[config.mk]
export PLATFORM = sky130hd
export DESIGN_NAME = port_power_mode_pin_logic
export DESIGN_NICKNAME = d
export VERILOG_FILES = /design/src/port_mode_pkg.sv /design/src/port_power_mode_pin_logic.sv /design/src/mode_decoder.sv
export SDC_FILE = /design/constraint.sdc
export NUM_CORES = 1
export LEC_CHECK = 0
export BUFFER_PORTS_ARGS = -buffer_cell sky130_fd_sc_hd__buf_2
export CORE_MARGIN = 10
export CORE_UTILIZATION = 46
export DETAILED_ROUTE_END_ITERATION = 6
export MAX_ROUTING_LAYER = met4
export PLACE_DENSITY = 0.72
export SYNTH_ARGS = -nofsm -noshare
export SYNTH_HDL_FRONTEND = slang
export SYNTH_HIERARCHICAL = 1
export SYNTH_SLANG_ARGS = --single-unit
[constraint.sdc]
create_clock -name clk -period 2 [get_ports clk]
set_input_delay 0.5 -clock clk [delete_from_list [all_inputs] [get_ports clk]]
set_output_delay 0.5 -clock clk [all_outputs]
set_load 0.03 [all_outputs]
[src/port_mode_pkg.sv]
/*
  Shared constants for the port power mode pin logic: operating state
  encodings, mode pin bit positions and reset values.
  Assumes a single 200 MHz clock domain and a synchronous active-high reset.
*/
package port_mode_pkg;

  // Operating states decoded from the three mode pins
  typedef enum logic [2:0] {
    OP_SAFE_OFF      = 3'h0,
    OP_EMU_CYCLE     = 3'h1,
    OP_PASS_THROUGH  = 3'h2,
    OP_BC_DCP        = 3'h3,
    OP_BC_SDP        = 3'h4,
    OP_BC_CDP        = 3'h5
  } op_state_e;

  // Bit positions inside the packed mode word {one, two, emulation}
  localparam int MODE_BIT_ONE = 2;
  localparam int MODE_BIT_TWO = 1;
  localparam int MODE_BIT_EMU = 0;
  localparam int MODE_WIDTH   = 3;

  // Reset values
  localparam logic       RST_POLARITY = 1'h1;
  localparam logic [2:0] RST_MODE     = 3'h0;
  localparam logic       RST_SWITCH   = 1'h0;
  localparam logic       RST_FLAG_N   = 1'h1;

endpackage : port_mode_pkg

[src/port_power_mode_pin_logic.sv]
/*
  Control-pin logic of a USB port power switch with charger emulation:
  mode decode, power-up polarity latch, switch control, alert and attach
  outputs, and register override of the enable and mode pins.
  Assumes pins are asynchronous to clk, that override bits and charge
  events come from same-clock register logic, and that reset is held
  only at power-up.
*/
module port_power_mode_pin_logic (
  input  wire logic clk,                    // 200 MHz clock
  input  wire logic reset,                  // Power-up reset, sync high
  input  wire logic polarity_choice_pin,    // Enable polarity pin
  input  wire logic port_power_enable,      // Enable pin
  input  wire logic mode_select_one,        // Mode pin one
  input  wire logic mode_select_two,        // Mode pin two
  input  wire logic emulation_enable,       // Emulation pin
  input  wire logic pin_override_enable,    // Register override select
  input  wire logic ovr_power_enable,       // Register enable value
  input  wire logic ovr_mode_one,           // Register mode one value
  input  wire logic ovr_mode_two,           // Register mode two value
  input  wire logic ovr_emulation,          // Register emulation value
  input  wire logic attach_detect,          // Attach sensed, same clock
  input  wire logic fault_event,            // Fault pulse, same clock
  input  wire logic ration_reached,         // Ration limit pulse
  input  wire logic ration_clear,           // Software clear of ration
  input  wire logic fault_clear,            // Software clear of fault
  output logic      port_switch_closed,     // Power switch drive
  output logic      data_switch_closed,     // High-speed data switch
  output logic      emulation_active,       // Emulation engine allowed
  output logic [2:0] op_state_out,          // Current operating state
  output logic      polarity_latched,       // Latched polarity level
  output logic      fault_notify_n,         // Alert, active low
  output logic      attach_flag_n,          // Attach, active low
  output logic      charge_quota_done       // Ration complete status
);

  // Two-stage synchronisers for the five pins
  // The polarity pin rides the same chain so its one sample is clean.
  // No reset here: two edges after release flush the chain before it is read.
  logic [4:0] pin_meta;       // First stage, read only by second stage
  logic [4:0] pin_sync;       // Second stage, usable
  logic [4:0] next_pin_meta;
  logic [4:0] next_pin_sync;

  // Synchroniser next values
  always_comb begin
    next_pin_meta = {polarity_choice_pin, port_power_enable,
                     mode_select_one, mode_select_two, emulation_enable};
    next_pin_sync = pin_meta;
  end

  // Synchroniser registers
  always_ff @(posedge clk) begin
    pin_meta <= next_pin_meta;
    pin_sync <= next_pin_sync;
  end

  // Polarity latch state: taken once after reset release
  // Three edges after release: two to refill the chain, one to sample.
  // A pin bounce after that point cannot move the switch decision.
  logic polarity;
  logic polarity_taken;
  logic next_polarity;
  logic next_polarity_taken;
  logic [1:0] settle;          // Waits for sync chain to fill
  logic [1:0] next_settle;

  // Polarity capture next values
  always_comb begin
    next_polarity       = polarity;
    next_polarity_taken = polarity_taken;
    next_settle         = settle;
    // Only active while the first sample is still pending
    if (!polarity_taken) begin
      if (settle == 2'h2) begin
        next_polarity       = pin_sync[4];
        next_polarity_taken = 1'b1;
      end else begin
        // Chain not yet full of post-reset values
        next_settle = settle + 2'h1;
      end
    end
  end

  // Polarity capture registers; later pin changes never reach them
  always_ff @(posedge clk) begin
    if (reset) begin
      polarity       <= port_mode_pkg::RST_POLARITY;
      polarity_taken <= 1'b0;
      settle         <= 2'h0;
    end else begin
      polarity       <= next_polarity;
      polarity_taken <= next_polarity_taken;
      settle         <= next_settle;
    end
  end

  // Effective pin values after override
  // Override bits are same-clock values and need no chain, so an
  // override takes effect two edges sooner than a pin change.
  logic       eff_enable;
  logic [2:0] eff_mode;

  // Override multiplexer; the pins themselves are left as they are
  always_comb begin
    if (pin_override_enable) begin
      eff_enable = ovr_power_enable;
      eff_mode   = {ovr_mode_one, ovr_mode_two, ovr_emulation};
    end else begin
      eff_enable = pin_sync[3];
      eff_mode   = pin_sync[2:0];
    end
  end

  // Mode decoding shared with other users of the table
  // Decoder output is combinational; the output stage registers it.
  port_mode_pkg::op_state_e op_state;

  mode_decoder u_mode_decoder (
    .mode_word (eff_mode),
    .op_state  (op_state)
  );

  // Sticky flags: ration done and fault, set wins over clear
  // Clear is applied first and set last, so an event landing in the
  // same cycle as its clear is kept rather than lost.
  logic quota_done;
  logic fault_pend;
  logic next_quota_done;
  logic next_fault_pend;

  // Flag next values
  always_comb begin
    next_quota_done = quota_done;
    next_fault_pend = fault_pend;
    if (ration_clear) next_quota_done = 1'b0;
    if (fault_clear)  next_fault_pend = 1'b0;
    if (ration_reached) next_quota_done = 1'b1;
    if (fault_event)    next_fault_pend = 1'b1;
  end

  // Flag registers; cleared only by power-up reset or software
  always_ff @(posedge clk) begin
    if (reset) begin
      quota_done <= 1'b0;
      fault_pend <= 1'b0;
    end else begin
      quota_done <= next_quota_done;
      fault_pend <= next_fault_pend;
    end
  end

  // Output next values
  logic       next_port_switch;
  logic       next_data_switch;
  logic       next_emulation;
  logic       next_fault_n;
  logic       next_attach_n;

  // Output decisions
  // Next flag values are used so a ration event opens the switch on
  // the very edge that sets the flag, not one cycle later.
  always_comb begin
    next_port_switch = polarity_taken && (eff_enable == polarity);
    if (op_state == port_mode_pkg::OP_SAFE_OFF) next_port_switch = 1'b0;
    if (next_quota_done) next_port_switch = 1'b0;
    next_data_switch = next_port_switch &&
                       (op_state == port_mode_pkg::OP_PASS_THROUGH);
    next_emulation   = next_port_switch &&
                       (op_state != port_mode_pkg::OP_PASS_THROUGH);
    next_fault_n  = !(next_fault_pend || next_quota_done);
    next_attach_n = !attach_detect;
  end

  // Output registers
  // Every output is a flop; nothing combinational leaves the block.
  // Polarity goes out from its next value to line up with its latch.
  always_ff @(posedge clk) begin
    if (reset) begin
      // Switches open, flags idle
      port_switch_closed <= port_mode_pkg::RST_SWITCH;
      data_switch_closed <= 1'b0;
      emulation_active   <= 1'b0;
      op_state_out       <= port_mode_pkg::RST_MODE;
      polarity_latched   <= port_mode_pkg::RST_POLARITY;
      fault_notify_n     <= port_mode_pkg::RST_FLAG_N;
      attach_flag_n      <= port_mode_pkg::RST_FLAG_N;
      charge_quota_done  <= 1'b0;
    end else begin
      // Register the decisions
      port_switch_closed <= next_port_switch;
      data_switch_closed <= next_data_switch;
      emulation_active   <= next_emulation;
      op_state_out       <= op_state;
      polarity_latched   <= next_polarity;
      fault_notify_n     <= next_fault_n;
      attach_flag_n      <= next_attach_n;
      charge_quota_done  <= next_quota_done;
    end
  end

endmodule // port_power_mode_pin_logic

[src/mode_decoder.sv]
/*
  Combinational decoder from the packed mode word to an operating state.
  Assumes its input has already been synchronised and override-selected.
*/
module mode_decoder (
  input  wire logic [2:0]               mode_word,  // {one, two, emulation}
  output port_mode_pkg::op_state_e      op_state    // Decoded state
);

  // Decode table of mode combinations
  always_comb begin
    unique case (mode_word)
      3'h0: op_state = port_mode_pkg::OP_SAFE_OFF;
      3'h1: op_state = port_mode_pkg::OP_EMU_CYCLE;
      3'h5: op_state = port_mode_pkg::OP_EMU_CYCLE;
      3'h2: op_state = port_mode_pkg::OP_PASS_THROUGH;
      3'h6: op_state = port_mode_pkg::OP_PASS_THROUGH;
      3'h3: op_state = port_mode_pkg::OP_BC_DCP;
      3'h4: op_state = port_mode_pkg::OP_BC_SDP;
      3'h7: op_state = port_mode_pkg::OP_BC_CDP;
    endcase
  end

endmodule // mode_decoder

==> metrics.txt, run 1 <==
# TYPE chip_impl_metric gauge
chip_impl_metric{name="max_slew_margin",unit="%"} 77.5
chip_impl_metric{name="floorplan.die_area",unit="µm²"} 3700
chip_impl_metric{name="max_slew_violations",unit=""} 0
chip_impl_metric{name="antenna_diode_count",unit=""} 0
chip_impl_info{name="cp-end-kind",value="flip-flop"} 1
chip_impl_metric{name="drc_errors",unit=""} 0
chip_impl_metric{name="achievable-frequency",unit="GHz"} 0.603
chip_impl_info{name="synth_ff_type",value="sky130_fd_sc_hd__dfxtp_1"} 1
chip_impl_metric{name="final_antenna_net_count",unit=""} 0
chip_impl_metric{name="post_cts_resized",unit=""} 0
chip_impl_metric{name="ctsHtreeMaxLevel",unit=""} 1
chip_impl_metric{name="grt_max_degree",unit=""} 15
chip_impl_metric{name="cts_buffers",unit=""} 3
chip_impl_info{name="status",value="finished, final reports clean"} 1
chip_impl_metric{name="pre_cts_ws",unit="ns"} -0.00624
chip_impl_info{name="critPathKind",value="in2reg"} 1
chip_impl_info{name="setup_repair_after_global_routing_missed_its_margin",value="false"} 1
chip_impl_metric{name="dpl-instance-area",unit="µm²"} 913
chip_impl_metric{name="ctsLongestPathBuffers",unit=""} 2
chip_impl_metric{name="post_drt_wl_per_cell",unit="µm"} 12.1
chip_impl_metric{name="cp_data_arrival_time",unit="ns"} 1.86
chip_impl_metric{name="finalSetupViolations",unit=""} 0
chip_impl_metric{name="place.gp.congestion",unit=""} 0.706
chip_impl_metric{name="clk_pin_slew",unit="ns"} 0.12
chip_impl_metric{name="drt-initial-drc-count",unit=""} 12
chip_impl_metric{name="totalWireLength",unit="µm"} 1320
chip_impl_metric{name="slew_at_the_pin_with_the_worst_max_slew_slack",unit="ns"} 0.336
chip_impl_metric{name="synth_warnings",unit=""} 6
chip_impl_metric{name="pwr_density_cell",unit="nW/µm²"} 1140
chip_impl_metric{name="placement.io_buffers",unit=""} 26
chip_impl_metric{name="post_cts_hold_buffer_count",unit=""} 0
chip_impl_metric{name="ys_seq_area_share",unit="%"} 62.6
chip_impl_metric{name="report.final.hold_viol_count",unit=""} 0
chip_impl_info{name="mostFrequentLayoutCell",value="sky130_fd_sc_hd__buf_2"} 1
chip_impl_metric{name="yosys_register_bits",unit=""} 24
chip_impl_info{name="netlist_top_cells_area",value="sky130_fd_sc_hd__dfxtp_1 (63%), sky130_fd_sc_hd__nor2b_1 (4.9%), sky130_fd_sc_hd__mux2_2 (4.4%), sky130_fd_sc_hd__nor2_1 (3.4%), sky130_fd_sc_hd__and4bb_2 (3.3%)"} 1
chip_impl_metric{name="layout-drive-gt1-share",unit="%"} 41.9
chip_impl_metric{name="synth_top_area_share",unit="%"} 62.6
chip_impl_metric{name="first_global_vias",unit=""} 528
chip_impl_metric{name="xor_xnor_portion_of_the_synthesized_cell_area",unit="%"} 2.28
chip_impl_metric{name="clkSinkCount",unit=""} 24
chip_impl_metric{name="synth_adder_area_share",unit="%"} 3.26
chip_impl_info{name="synth_top_family_by_area",value="simple AND/OR/NAND/NOR gates"} 1
chip_impl_metric{name="p_total",unit="mW"} 1.10
chip_impl_info{name="cts_tree",value="yes"} 1
chip_impl_metric{name="crit_path_max_fanout",unit=""} 4
chip_impl_metric{name="post_synth_mux_area_share",unit="%"} 7.67
chip_impl_metric{name="place_hpwl",unit="µm"} 1060
chip_impl_metric{name="drt-vias-per-instance",unit=""} 4.71
chip_impl_metric{name="drt_pre_antenna_iters",unit=""} 4
chip_impl_metric{name="post-route-worst-setup-slack",unit="ns"} 0.343
chip_impl_metric{name="rows",unit=""} 14
chip_impl_info{name="mostFrequentLayoutCells",value="sky130_fd_sc_hd__buf_2 (26), sky130_fd_sc_hd__dfxtp_1 (24), sky130_fd_sc_hd__nor2_1 (7)"} 1
chip_impl_metric{name="p_leak",unit="nW"} 0.470
chip_impl_info{name="worstHoldPathType",value="in2reg"} 1
chip_impl_metric{name="period_needed",unit="ns"} 1.66
chip_impl_metric{name="final-seq-area",unit="µm²"} 480
chip_impl_metric{name="multi_input_gate_area",unit="µm²"} 260
chip_impl_metric{name="insertion_delay",unit="ns"} 0.30
chip_impl_metric{name="initial_antenna_violation_count",unit=""} 0
chip_impl_metric{name="die_x",unit="µm"} 60.8
chip_impl_metric{name="cts_post_setup_buffers_inserted",unit=""} 0
chip_impl_metric{name="complex_gate_fraction_of_the_synthesized_area",unit="%"} 4.40
chip_impl_metric{name="vdd.ir_drop.worst",unit="mV"} 0.566
chip_impl_metric{name="async_reset_ff_share",unit="%"} 0
chip_impl_metric{name="grt_overflow_total",unit=""} 0
chip_impl_metric{name="synth_enable_flop_cells",unit=""} 0
chip_impl_metric{name="fillers",unit=""} 126
chip_impl_metric{name="min_period_over_period",unit="%"} 82.9
chip_impl_metric{name="first_pass_grt_wire_length",unit="µm"} 2180
chip_impl_metric{name="number_of_max_cap_violations",unit=""} 0
chip_impl_metric{name="ys_types",unit=""} 21
chip_impl_metric{name="netlist_area",unit="µm²"} 767
chip_impl_metric{name="floorplan.die.height",unit="µm"} 60.8
chip_impl_metric{name="floorplan.initialDensity",unit="%"} 49.8
chip_impl_metric{name="area_growth",unit="%"} 25.9
chip_impl_metric{name="yosys.area_share.simple",unit="%"} 16.3
chip_impl_metric{name="post-route-cell-area",unit="µm²"} 966
chip_impl_metric{name="route.vias.total",unit=""} 513
chip_impl_info{name="cts_root_buffer",value="sky130_fd_sc_hd__clkbuf_4"} 1
chip_impl_metric{name="finish.utilization",unit="%"} 62.7
chip_impl_metric{name="finalClockSkew",unit="ns"} 0.00725
chip_impl_info{name="synth_largest_area_cell",value="sky130_fd_sc_hd__dfxtp_1"} 1
chip_impl_metric{name="groute.usage.overall",unit="%"} 7.87
chip_impl_metric{name="postSynthCellCount",unit=""} 64
chip_impl_metric{name="synth_fp_nets",unit=""} 83
chip_impl_metric{name="coreArea",unit="µm²"} 1540
chip_impl_info{name="cp-start-kind",value="primary input"} 1
chip_impl_metric{name="layout_nets",unit=""} 113
chip_impl_metric{name="setup_tns",unit="ns"} 0
chip_impl_metric{name="ioPinCount",unit=""} 27
chip_impl_metric{name="data_required_time_at_the_worst_endpoint",unit="ns"} 2.21
chip_impl_metric{name="avgSynthCellArea",unit="µm²"} 12.0
-- layout make-up --
class                           count  share of cell area (%)
Clock buffer                        3                    2.33
Sequential cell                    24                    49.7
Timing Repair Buffer               27                    14.2
Tap cell                           16                    2.07
Inverter                            4                    1.55
Clock inverter                      1                    3.11
Multi-Input combinational cell     34                    26.9
-- final timing paths --
check                                          from            endpoint  slack (ns)  depth (start not counted)
worst max-delay path            pin_override_enable  port_switch_closed        0.34                          7
worst min-delay path                mode_select_two    next_pin_sync[1]        0.28                          1
worst max register to register          pin_sync[0]  port_switch_closed        0.40                          6
worst min register to register     next_pin_sync[2]         pin_sync[2]        0.34                          0
-- kinds of logic after synthesis --
logic type | Yosys count
flops | 24
simple gates | 20
mux | 5
xor+xnor | 2
buf+inv | 6
compound gates | 5
fa+ha+maj | 2
-- sequential cells by signal (all words and copies together), names as in the netlist --
signal,flops
next_pin_sync,5
pin_sync,5
op_state_out,3
settle,2
attach_flag_n,1
charge_quota_done,1
data_switch_closed,1
emulation_active,1
fault_notify_n,1
fault_pend,1
polarity_latched,1
polarity_taken,1
port_switch_closed,1
-- where the power goes --
part           internal, mW  switching, mW
Clock                 0.203          0.133
Sequential            0.529         0.0218
Combinational        0.0982          0.114
-- Yosys cell counts (2+ instances only) --
library cell                n
sky130_fd_sc_hd__a21oi_1    2
sky130_fd_sc_hd__xnor2_1    2
sky130_fd_sc_hd__inv_1      4
sky130_fd_sc_hd__and4bb_2   2
sky130_fd_sc_hd__mux2_2     3
sky130_fd_sc_hd__nor2_1     7
sky130_fd_sc_hd__ha_1       2
sky130_fd_sc_hd__dfxtp_1   24
sky130_fd_sc_hd__nor2b_1    6
-- routing by layer --
metal / up-vias / global-route usage, % / part of all wire (%)
li1: 267 / - / -
met1: 228 / 7.27 / 38
met2: 16 / 13.1 / 50
met3: 2 / 3.55 / 11
met4: 0 / 4.70 / 0.76
met5: - / - / 0
-- stage by stage --
stage,hold slack [ns],std cells
5_1_grt,0.266,109
3_3_place_gp,0.310,105
4_1_cts,0.271,109
2_1_floorplan,0.310,64
6_report,0.282,109
3_5_place_dp,0.312,105
-- worst max-delay path: stages --
cell,delay (ns)
sky130_fd_sc_hd__buf_2,0.10
sky130_fd_sc_hd__mux2_2,0.36
sky130_fd_sc_hd__inv_1,0.07
sky130_fd_sc_hd__ha_1,0.23
sky130_fd_sc_hd__and2_2,0.18
sky130_fd_sc_hd__nor3_1,0.18
sky130_fd_sc_hd__and4bb_2,0.24
Note: power is estimated with default switching activity, not from simulation.
==> inputs of run 2 (changes only) <==
- clock period: 2 -> 1.53 ns (I/O delays scaled with it)
==> run 2 against run 1 <==
  * Via count increased by 2.7%
  * Worst setup slack got worse by 0.32 ns
  * Critical path depth decreased by 1
  * Sequential cell count unchanged
  * Sequential share of layout area decreased by 0.95 points
  * Wire length decreased by 0.23%
  * Clock skew decreased by 0.0029 ns
  * Worst hold slack got worse by 0.11 ns
  * Critical path type is now reg2reg
  * Critical endpoint unchanged
==> metrics.txt, run 2 (same netlist as run 1, synthesis figures left out) <==
# TYPE chip_impl_metric gauge
chip_impl_metric{name="crit_path_max_fanout",unit=""} 3
chip_impl_metric{name="fillers",unit=""} 127
chip_impl_metric{name="floorplan.die.height",unit="µm"} 60.8
chip_impl_info{name="cts_root_buffer",value="sky130_fd_sc_hd__clkbuf_4"} 1
chip_impl_metric{name="clkSinkCount",unit=""} 24
chip_impl_metric{name="layout_nets",unit=""} 114
chip_impl_metric{name="post_cts_hold_buffer_count",unit=""} 0
chip_impl_metric{name="clock_power_share",unit="%"} 23.6
chip_impl_metric{name="p_leak",unit="nW"} 0.478
chip_impl_metric{name="rows",unit=""} 14
chip_impl_metric{name="die_x",unit="µm"} 60.8
chip_impl_metric{name="finalClockSkew",unit="ns"} 0.00431
chip_impl_metric{name="slew_at_the_pin_with_the_worst_max_slew_slack",unit="ns"} 0.328
chip_impl_metric{name="groute.usage.overall",unit="%"} 8.05
chip_impl_metric{name="cp_data_arrival_time",unit="ns"} 1.71
chip_impl_info{name="cp-start-kind",value="flip-flop"} 1
chip_impl_metric{name="drc_errors",unit=""} 0
chip_impl_metric{name="data_required_time_at_the_worst_endpoint",unit="ns"} 1.74
chip_impl_metric{name="floorplan.die_area",unit="µm²"} 3700
chip_impl_metric{name="share_seq_of_total_power",unit="%"} 54.5
chip_impl_metric{name="switchingPower",unit="mW"} 0.350
chip_impl_metric{name="drt-vias-per-instance",unit=""} 4.79
chip_impl_metric{name="hold_ws",unit="ns"} 0.170
chip_impl_metric{name="clk_pin_slew",unit="ns"} 0.12
chip_impl_metric{name="place_hpwl",unit="µm"} 1050
chip_impl_info{name="cts_tree",value="yes"} 1
chip_impl_metric{name="number_of_max_cap_violations",unit=""} 0
chip_impl_metric{name="max_slew_violations",unit=""} 0
chip_impl_info{name="mostFrequentLayoutCells",value="sky130_fd_sc_hd__buf_2 (26), sky130_fd_sc_hd__dfxtp_1 (23), sky130_fd_sc_hd__nor2b_1 (6), sky130_fd_sc_hd__nor2_1 (6)"} 1
chip_impl_metric{name="drt_pre_antenna_iters",unit=""} 4
chip_impl_metric{name="drt-initial-drc-count",unit=""} 2
chip_impl_info{name="reg2reg_from",value="pin_sync[0]"} 1
chip_impl_metric{name="totalWireLength",unit="µm"} 1310
chip_impl_metric{name="final_antenna_net_count",unit=""} 0
chip_impl_info{name="worstHoldPathType",value="in2reg"} 1
chip_impl_metric{name="antenna_diode_count",unit=""} 0
chip_impl_metric{name="power.combinational.fraction",unit="%"} 21.9
chip_impl_metric{name="grt_max_degree",unit=""} 14
chip_impl_metric{name="insertion_delay",unit="ns"} 0.30
chip_impl_metric{name="max_slew_margin",unit="%"} 78.1
chip_impl_metric{name="number_of_cells_in_the_finished_layout_apart_from_fillers",unit=""} 110
chip_impl_info{name="mostFrequentLayoutCell",value="sky130_fd_sc_hd__buf_2"} 1
chip_impl_info{name="min_from",value="port_power_enable"} 1
chip_impl_metric{name="post-route-cell-area",unit="µm²"} 987
chip_impl_metric{name="period_needed",unit="ns"} 1.50
chip_impl_metric{name="layout-drive-gt1-share",unit="%"} 47.9
chip_impl_metric{name="cts_buffers",unit=""} 3
chip_impl_metric{name="cellInternalPower",unit="mW"} 0.975
chip_impl_info{name="setup_repair_after_global_routing_missed_its_margin",value="true"} 1
chip_impl_info{name="critPathKind",value="reg2reg"} 1
chip_impl_metric{name="vdd.ir_drop.worst",unit="mV"} 0.806
chip_impl_metric{name="floorplan.initialDensity",unit="%"} 49.8
chip_impl_info{name="status",value="finished, final reports clean"} 1
chip_impl_metric{name="swShare",unit="%"} 26.4
chip_impl_metric{name="first_global_vias",unit=""} 524
chip_impl_metric{name="min_period_over_period",unit="%"} 98.2
chip_impl_metric{name="achievable-frequency",unit="GHz"} 0.665
chip_impl_metric{name="post_cts_resized",unit=""} 0
chip_impl_metric{name="placed_cells_incl_taps",unit=""} 106
chip_impl_metric{name="coreArea",unit="µm²"} 1540
chip_impl_metric{name="report.final.hold_viol_count",unit=""} 0
chip_impl_metric{name="finalSetupViolations",unit=""} 0
chip_impl_metric{name="route.vias.total",unit=""} 527
chip_impl_metric{name="initial_antenna_violation_count",unit=""} 0
chip_impl_metric{name="post_drt_wl_per_cell",unit="µm"} 11.9
chip_impl_info{name="cp-end-kind",value="flip-flop"} 1
chip_impl_metric{name="pwr_density_cell",unit="nW/µm²"} 1340
chip_impl_metric{name="multi_input_gate_area",unit="µm²"} 289
chip_impl_metric{name="dpl-instance-area",unit="µm²"} 942
chip_impl_metric{name="first_pass_grt_wire_length",unit="µm"} 2140
chip_impl_metric{name="ctsHtreeMaxLevel",unit=""} 1
chip_impl_metric{name="final-seq-area",unit="µm²"} 482
chip_impl_metric{name="place.gp.congestion",unit=""} 0.747
chip_impl_metric{name="placement.io_buffers",unit=""} 26
chip_impl_metric{name="cts_post_setup_buffers_inserted",unit=""} 0
chip_impl_metric{name="p_total",unit="mW"} 1.32
chip_impl_metric{name="ctsLongestPathBuffers",unit=""} 2
chip_impl_metric{name="area_growth",unit="%"} 28.7
chip_impl_info{name="startpoint",value="pin_sync[0]"} 1
chip_impl_metric{name="grt_overflow_total",unit=""} 0
chip_impl_metric{name="ioPinCount",unit=""} 27
## run 2: metrics by stage
step	setup WS, ns	utilization (%)	setup TNS [ns]
6_report	0.0271	64.0	0
5_1_grt	-0.0430	64.0	-0.0430
4_1_cts	0.00556	63.5	0
3_5_place_dp	-0.256	61.1	-0.607
3_3_place_gp	-0.233	61.1	-0.572
2_1_floorplan	-0.0586	-	-0.0586
## run 2: final timing paths
check,endpoint,slack (ns),cells after the start
max,port_switch_closed,0.03,6
min,next_pin_sync[3],0.17,1
max reg2reg,port_switch_closed,0.03,6
min reg2reg,pin_sync[4],0.34,0
## run 2: power groups by stage
stage | sequential [mW] | clock [mW] | combinational (mW)
global route | 0.732 | 0.365 | 0.324
detailed placement | 0.737 | 0 | 0.286
CTS | 0.722 | 0.330 | 0.288
finish | 0.722 | 0.312 | 0.290
floorplan | 0.774 | 0 | 0.173
global placement | 0.734 | 0 | 0.277
## run 2: critical path, stage by stage (launching register included)
cell,delay [ns]
sky130_fd_sc_hd__dfxtp_1,0.33
sky130_fd_sc_hd__mux2_4,0.28
sky130_fd_sc_hd__inv_2,0.07
sky130_fd_sc_hd__ha_4,0.19
sky130_fd_sc_hd__and2_4,0.14
sky130_fd_sc_hd__nor3_2,0.17
sky130_fd_sc_hd__and4bb_2,0.23
## run 2: layout make-up
cell class                 count  share of cell area [%]
sequential                    24                    48.8
multi-input combinational     34                    29.3
timing repair buffer          28                    14.7
clock buffer                   4                    3.68
tap                           16                    2.03
inverter                       4                    1.52
## run 2: routing by layer
| metal | wire [µm] | vias to the layer above | track usage (%) |
|---|---|---|---|
| li1 | - | 267 | - |
| met1 | 505 | 235 | 7.77 |
| met2 | 643 | 21 | 12.8 |
| met3 | 149 | 4 | 3.97 |
| met4 | 15 | 0 | 4.70 |
| met5 | 0 | - | - |
